--- src/hw/asr_consts.svh ---
`ifndef ASR_CONSTS_SVH
`define ASR_CONSTS_SVH

`define ASR_ADDR_ID_HIGH   5'h00
`define ASR_ADDR_ID_LOW    5'h01
`define ASR_ADDR_GEN_FAULT 5'h02
`define ASR_ADDR_POS_FAULT 5'h03
`define ASR_ADDR_NEG_FAULT 5'h04
`define ASR_ADDR_SER_FAULT 5'h05

`define ASR_BIT_INVALID_CMD  6
`define ASR_BIT_SERIAL       5
`define ASR_BIT_INPUT_SUM    4
`define ASR_BIT_WATCHDOG     3
`define ASR_BIT_RESYNC       2
`define ASR_BIT_OVERRUN      1
`define ASR_BIT_INPUT_CHECK  0

`define ASR_CH_CODE_TWO   4'h2
`define ASR_CH_CODE_FOUR  4'h4
`define ASR_REV_CODE      4'ha
`define ASR_RESET_BYTE    8'h00

`endif

--- src/hw/asr_pkg.sv ---
package asr_pkg;
  typedef enum logic [1:0] {
    ASR_CMD_OTHER  = 2'b00,
    ASR_CMD_NOP    = 2'b01,
    ASR_CMD_LOCKOK = 2'b10,
    ASR_CMD_BAD    = 2'b11
  } asr_cmd_t;
endpackage : asr_pkg

--- src/hw/asr_status_regs.sv ---
`include "asr_consts.svh"

// Notes on behaviour
// - Upper id nibble: fixed revision code, may differ across revisions.
// - Lower id nibble gives channel count: 0010 two, 0100 four channels.
// - Second id byte always reads zero.
// - No-operation command returns the general fault byte as status.
// - Unknown command ignored, sets bit 6; transfer clears unless held.
// - When locked, commands other than lock/unlock/nop/multi-read set bit 6.
// - Bit 5 set while serial fault register nonzero; cleared by reading it.
// - Bit 4 set on any threshold flag; clears once both input bytes read.
// - Bit 3 set on watchdog expiry; clears after general byte read back.
// - Bit 2 set on resynchronisation event resetting the signal path.
// - Bit 1 set on data overrun; transfer clears it unless persisting.
// - Bit 0 set on uncorrectable hamming or CRC input fault.
// - Check flag clears on serial register transfer unless persisting.
// - Positive fault register holds per-channel flags in bits 3 to 0.
// - Two-channel variant reads channel 3 and 4 flags as zero.
// - Negative fault register flags each channel over its threshold.
// - Reserved status bits always read zero.
// - Negative flags ch4..ch1 at bits 3..0, reset zero.
module asr_status_regs #(
  parameter int          NUM_CH   = 4,
  parameter logic [3:0]  REV_CODE = `ASR_REV_CODE  // Arbitrary value
) (
  input  wire logic       ref_clk,
  input  wire logic       rst_b,
  input  wire logic       rd_stb,
  input  wire logic [4:0] rd_addr,
  input  wire logic       wr_stb,
  input  wire logic [4:0] wr_addr,
  input  wire logic [7:0] wr_data,
  input  wire logic       cmd_stb,
  input  wire asr_pkg::asr_cmd_t cmd_kind,
  input  wire logic       if_locked,
  input  wire logic [2:0] serial_fault_bits,
  input  wire logic       watchdog_expired,
  input  wire logic       resync_event,
  input  wire logic       data_overrun,
  input  wire logic       input_check_error,
  input  wire logic [3:0] pos_over_threshold,
  input  wire logic [3:0] neg_over_threshold,
  output logic      [7:0] rd_data_r,
  output logic            rd_valid_r,
  output logic      [7:0] status_resp_r,
  output logic            status_resp_valid_r
);

  // ----------------------------------------------------------------
  // State
  // ----------------------------------------------------------------
  typedef struct packed {
    logic [7:0] rd_data;
    logic       rd_valid;
    logic [7:0] resp;
    logic       resp_valid;
    logic       pos_read;
    logic       neg_read;
    logic [3:0] pos;
    logic [3:0] neg;
  } asr_state_t;

  asr_state_t st_r;
  asr_state_t st_nxt;

  logic [3:0] ch_mask;
  logic [3:0] ch_code;
  logic       gen_xfer;
  logic       ser_xfer;
  logic       invalid_set;
  logic       bad_cmd;
  logic       locked_bad;
  logic       inp_set;
  logic       inp_clr;
  logic [6:0] flags;
  logic [7:0] gen_byte;

  assign ch_mask = (NUM_CH == 2) ? 4'h3 : 4'hf;
  assign ch_code = (NUM_CH == 2) ? `ASR_CH_CODE_TWO
                                 : `ASR_CH_CODE_FOUR;

  // Transfer of the general register: nop response or direct read
  assign gen_xfer = (cmd_stb && cmd_kind == asr_pkg::ASR_CMD_NOP) ||
                    (rd_stb && rd_addr == `ASR_ADDR_GEN_FAULT);
  assign ser_xfer = rd_stb && rd_addr == `ASR_ADDR_SER_FAULT;

  assign bad_cmd    = cmd_stb && cmd_kind == asr_pkg::ASR_CMD_BAD;
  assign locked_bad = cmd_stb && if_locked &&
                      cmd_kind == asr_pkg::ASR_CMD_OTHER;
  assign invalid_set = bad_cmd || locked_bad;

  assign inp_set = |((pos_over_threshold | neg_over_threshold) & ch_mask);
  assign inp_clr = st_r.pos_read && st_r.neg_read;

  // ----------------------------------------------------------------
  // Sticky flags, one per general fault bit below the reserved bit
  // ----------------------------------------------------------------
  asr_flag u_invalid (
    .ref_clk (ref_clk), .rst_b (rst_b),
    .set_in  (invalid_set), .clr_in (gen_xfer),
    .flag_r  (flags[`ASR_BIT_INVALID_CMD])
  );
  // Serial summary only drops when its source register is read
  asr_flag u_serial (
    .ref_clk (ref_clk), .rst_b (rst_b),
    .set_in  (|serial_fault_bits), .clr_in (ser_xfer),
    .flag_r  (flags[`ASR_BIT_SERIAL])
  );
  asr_flag u_inpsum (
    .ref_clk (ref_clk), .rst_b (rst_b),
    .set_in  (inp_set), .clr_in (inp_clr),
    .flag_r  (flags[`ASR_BIT_INPUT_SUM])
  );
  asr_flag u_wdog (
    .ref_clk (ref_clk), .rst_b (rst_b),
    .set_in  (watchdog_expired), .clr_in (gen_xfer),
    .flag_r  (flags[`ASR_BIT_WATCHDOG])
  );
  asr_flag u_resync (
    .ref_clk (ref_clk), .rst_b (rst_b),
    .set_in  (resync_event), .clr_in (gen_xfer),
    .flag_r  (flags[`ASR_BIT_RESYNC])
  );
  asr_flag u_overrun (
    .ref_clk (ref_clk), .rst_b (rst_b),
    .set_in  (data_overrun), .clr_in (gen_xfer),
    .flag_r  (flags[`ASR_BIT_OVERRUN])
  );
  // Check fault clears on the serial register transfer, not the general
  asr_flag u_check (
    .ref_clk (ref_clk), .rst_b (rst_b),
    .set_in  (input_check_error), .clr_in (ser_xfer),
    .flag_r  (flags[`ASR_BIT_INPUT_CHECK])
  );

  assign gen_byte = {1'b0, flags};

  // ----------------------------------------------------------------
  // Next state
  // ----------------------------------------------------------------
  always_comb begin
    st_nxt = st_r;
    st_nxt.rd_valid   = 1'b0;
    st_nxt.resp_valid = 1'b0;
    // Live comparator state, masked for the narrow variant
    st_nxt.pos = pos_over_threshold & ch_mask;
    st_nxt.neg = neg_over_threshold & ch_mask;
    if (inp_clr) begin
      st_nxt.pos_read = 1'b0;
      st_nxt.neg_read = 1'b0;
    end
    if (rd_stb) begin
      st_nxt.rd_valid = 1'b1;
      case (rd_addr)
        `ASR_ADDR_ID_HIGH:   st_nxt.rd_data = {REV_CODE, ch_code};
        `ASR_ADDR_ID_LOW:    st_nxt.rd_data = `ASR_RESET_BYTE;
        `ASR_ADDR_GEN_FAULT: st_nxt.rd_data = gen_byte;
        `ASR_ADDR_POS_FAULT: begin
          st_nxt.rd_data  = {4'h0, st_r.pos};
          st_nxt.pos_read = 1'b1;
        end
        `ASR_ADDR_NEG_FAULT: begin
          st_nxt.rd_data  = {4'h0, st_r.neg};
          st_nxt.neg_read = 1'b1;
        end
        default:             st_nxt.rd_data = `ASR_RESET_BYTE;
      endcase
    end
    // A write strobe has no path into any register here
    if (cmd_stb && cmd_kind == asr_pkg::ASR_CMD_NOP) begin
      st_nxt.resp       = gen_byte;
      st_nxt.resp_valid = 1'b1;
    end
  end

  always_ff @(posedge ref_clk or negedge rst_b) begin
    if (!rst_b) begin
      st_r <= '0;
    end else begin
      st_r <= st_nxt;
    end
  end

  assign rd_data_r           = st_r.rd_data;
  assign rd_valid_r          = st_r.rd_valid;
  assign status_resp_r       = st_r.resp;
  assign status_resp_valid_r = st_r.resp_valid;
endmodule : asr_status_regs

--- src/hw/asr_flag.sv ---
// Sticky flag: set wins over clear, re-set while cause persists
module asr_flag (
  input  wire logic ref_clk,
  input  wire logic rst_b,
  input  wire logic set_in,
  input  wire logic clr_in,
  output logic      flag_r
);
  always_ff @(posedge ref_clk or negedge rst_b) begin
    if (!rst_b) begin
      flag_r <= 1'b0;
    end else if (set_in) begin
      flag_r <= 1'b1;
    end else if (clr_in) begin
      flag_r <= 1'b0;
    end
  end
endmodule : asr_flag

--- config.mk ---
export PLATFORM = sky130hd
export DESIGN_NAME = asr_status_regs
export DESIGN_NICKNAME = d
export VERILOG_FILES = /design/src/hw/asr_pkg.sv /design/src/hw/asr_status_regs.sv /design/src/hw/asr_flag.sv
export VERILOG_INCLUDE_DIRS = /design/src /design/src/hw
export SDC_FILE = /design/constraint.sdc
export NUM_CORES = 1
export LEC_CHECK = 0
export ABC_AREA = 1
export BUFFER_PORTS_ARGS = -buffer_cell sky130_fd_sc_hd__buf_2
export CAP_MARGIN = 10
export CORE_ASPECT_RATIO = 0.75
export CORE_MARGIN = 10
export CORE_UTILIZATION = 45
export CTS_CLUSTER_DIAMETER = 30
export CTS_CLUSTER_SIZE = 10
export DETAILED_ROUTE_END_ITERATION = 12
export PLACE_DENSITY = 0.78
export RECOVER_POWER = 100
export SYNTH_ARGS = -nofsm -noshare
export SYNTH_HDL_FRONTEND = slang
export SYNTH_HIERARCHICAL = 1
export SYNTH_SLANG_ARGS = --single-unit
--- constraint.sdc ---
create_clock -name ref_clk -period 2 [get_ports ref_clk]
set_input_delay 0.6 -clock ref_clk [delete_from_list [all_inputs] [get_ports ref_clk]]
set_output_delay 0.6 -clock ref_clk [all_outputs]
set_load 0.01 [all_outputs]
==> impl_metrics.yaml <==
global_routing:
  grt_usage_pct: 10.89
  grt_overflow: 0
  grt_max_degree: 35
  grt_pass1_vias: 1187
  antenna_found_initial: 0
  grt_first_pass_wirelength_um: 5326
timing:
  rsz0062_at_grt: "false"
  tightest_slew_ns: 0.8181
  finalMaxSlewViolations: 0
  slew_headroom_pct: 45.46
  period_needed_ns: 1.516
  fin_tns_setup_ns: 0
  fmax_ghz: 0.6594
  skew_ns: 0.001874
  period_share_pct: 75.82
  setup_viol: 0
  final-hold-violation-count: 0
route:
  wl_um: 3239
  via_per_inst: 4.718
  remaining_drc_errors: 0
  drt_iter0_markers: 47
  dr.pass1.iters: 4
  vias: 1170
  wl_per_cell_um: 13.06
  ant_nets: 0
place:
  globalplace.congestion: 0.8388
  port_buffers: 43
  hpwl_um: 2461
  post-place-cells: 240
setup_path:
  crit_path_end_kind: "flip-flop"
  cp_data_arrival_time_ns: 1.70
  crit_path_max_incr_delay_ns: 0.35
  r2r_cells: 4
  crit_fanout: 10
  crit_chain: "clkbuf_1 > inv_1 > o21ai_1 > inv_1 > nand2_1 > nand2_1"
  worstPathRequired_ns: 2.18
  critical_path_class: "in2reg"
  cp_slowest_cell: "o21ai_1"
  critical_path.startpoint_type: "input port"
logic_synthesis:
  yosysSeqAreaShare_pct: 55.19
  yosys_warnings: 6
  synth_fp_nets: 214
  syn_area_per_cell_um2: 8.910
  synthCells: 173
  syn_area_um2: 1541
  synth_cell_types: 22
  ys_ff_latch: 34
final_layout:
  fin_cells: 248
  diodes: 0
  nNetsFinal: 248
  area_delta_synth_final_pct: 12.09
  drive_gt1_share_pct: 14.90
clocking:
  postCtsSetupRepairBufs: 0
  clk_pin_slew_ns: 0.06
  cts_resized: 0
  ctsHtreeMaxLevel: 2
  cts_root_buffer: "clkbuf_8"
  numCtsBuffers: 5
  cts_hold_buf: 0
  clk_path_buf_depth: 2
  cts_num_sinks: 34
  clk_latency_ns: 0.29
  cts_tree: "built"
floorplan:
  io_pins: 59
  core-area_um2: 3288
  die-area_um2: 6191
  die_w_um: 87.58
  start_util_pct: 46.88
  rows: 18
  fp.dieH_um: 70.69
run_status:
  status: "finished clean"
power_and_ir_drop:
  p_clk_share_pct: 35.0
  max-vdd-ir-drop_uv: 501.8
  internal-power_w: 0.001081
  leakage_nw: 0.8979
  p_sw_w: 0.0003770
  power.share.switching_pct: 25.85
  p_seq_share_pct: 52.9
  p_comb_share_pct: 12.1
  p_per_area_nw_per_um2: 843.9
min_path:
  hp-class: "in2async"
job:
  maxCapViolCount: 0
[flip-flops by register name, summed over array words and instances, names as in the netlist]
register             cells
st_r                    10
rd_valid_r               1
status_resp_valid_r      1
u_serial/flag_r          1
status_resp_r            7
u_wdog/flag_r            1
u_check/flag_r           1
u_resync/flag_r          1
u_overrun/flag_r         1
u_invalid/flag_r         1
rd_data_r                8
u_inpsum/flag_r          1
[area by class of cell]
class | count | area (um2)
clock buffers | 7 | 86.33
clock inverters | 1 | 5.005
fillers | 330 | 1560
inverters | 23 | 86.33
multi-input cells | 98 | 455.4
flip-flops and latches | 34 | 850.8
well taps | 40 | 50.05
repair buffers | 45 | 193.9
[stage by stage]
step | instance area, um2 | hold slack [ns] | worst slack (ns) | utilization, % | total power, W
final | 1728 | 0.3953 | 0.4835 | 52.55 | 0.001458
after global placement | 1685 | 0.4606 | 0.4191 | 51.26 | 0.0009703
after global routing | 1728 | 0.4137 | 0.3637 | 52.55 | 0.001538
after floorplan | 1541 | 0.3044 | 0.6472 | - | 0.0009189
after detailed placement | 1685 | 0.4612 | 0.4055 | 51.26 | 0.0009781
after CTS | 1777 | 0.3952 | 0.5712 | 54.03 | 0.001495
[worst paths after layout]
| check | start | end | slack, ns |
|---|---|---|---|
| min in group ref_clk | neg_over_threshold[2] | st_r[2] | 0.43 |
| max in group asynchronous | rst_b | status_resp_r[2] | 1.09 |
| max reg2reg | u_resync/flag_r | rd_data_r[2] | 1.08 |
| max | rd_stb | u_overrun/flag_r | 0.48 |
| min | rst_b | st_r[3] | 0.40 |
| min reg2reg | status_resp_r[3] | status_resp_r[3] | 0.48 |
[power by group through the flow]
stage / logic [W] / clock network, W / registers [W]
floorplan: 0.000140 / 0 / 0.000779
global placement: 0.000187 / 0 / 0.000783
detailed placement: 0.000194 / 0 / 0.000784
CTS: 0.000195 / 0.000528 / 0.000771
global route: 0.000202 / 0.000556 / 0.000780
finish: 0.000176 / 0.000510 / 0.000772
[layer usage]
| layer | vias up | share of wire (%) | track usage [%] |
|---|---|---|---|
| met4 | 0 | 1.5 | 4.240 |
| li1 | 592 | - | - |
| met5 | - | 0 | 0 |
| met1 | 534 | 48 | 13.14 |
| met3 | 6 | 9.4 | 6.751 |
| met2 | 38 | 41 | 15.24 |
[synth_stat cells, drive strengths merged]
master  instances  area [um2]
a22o            3       26.28
inv            22       82.58
nand4          11       68.82
nand2          60       227.7
a21oi           1       5.000
o21ai           3       15.01
buf            18       136.4
or3             1       6.260
nor2            8       52.55
conb            1       3.750
dfrtp          34       850.8
clkinv          1       3.750
nand3           8       50.05
nor4            2       12.51
[cells in the final DEF, fill, tap and decap left out, drive strengths merged, types with 2 or more instances in the layout]
cell / n
clkbuf: 35
buf: 17
inv: 22
dfrtp: 34
clkinv: 2
nor4: 2
nand4: 11
nand3: 8
nor2: 8
o21ai: 3
nand2: 60
a22o: 3
[kinds of logic after synthesis]
group	Yosys count	synth area share, %
flops	34	55.20
buf+inv	41	14.45
other cells	1	0.2433
compound gates	7	3.003
simple gates	90	27.11
[critical path: cells and delay by family]
family                 cells  cell delay, ns
AO/OA/AOI/OAI              1            0.35
AND/OR/NAND/NOR            2            0.12
buffers and inverters      3            0.62
Power figures use the tool's default switching activity.
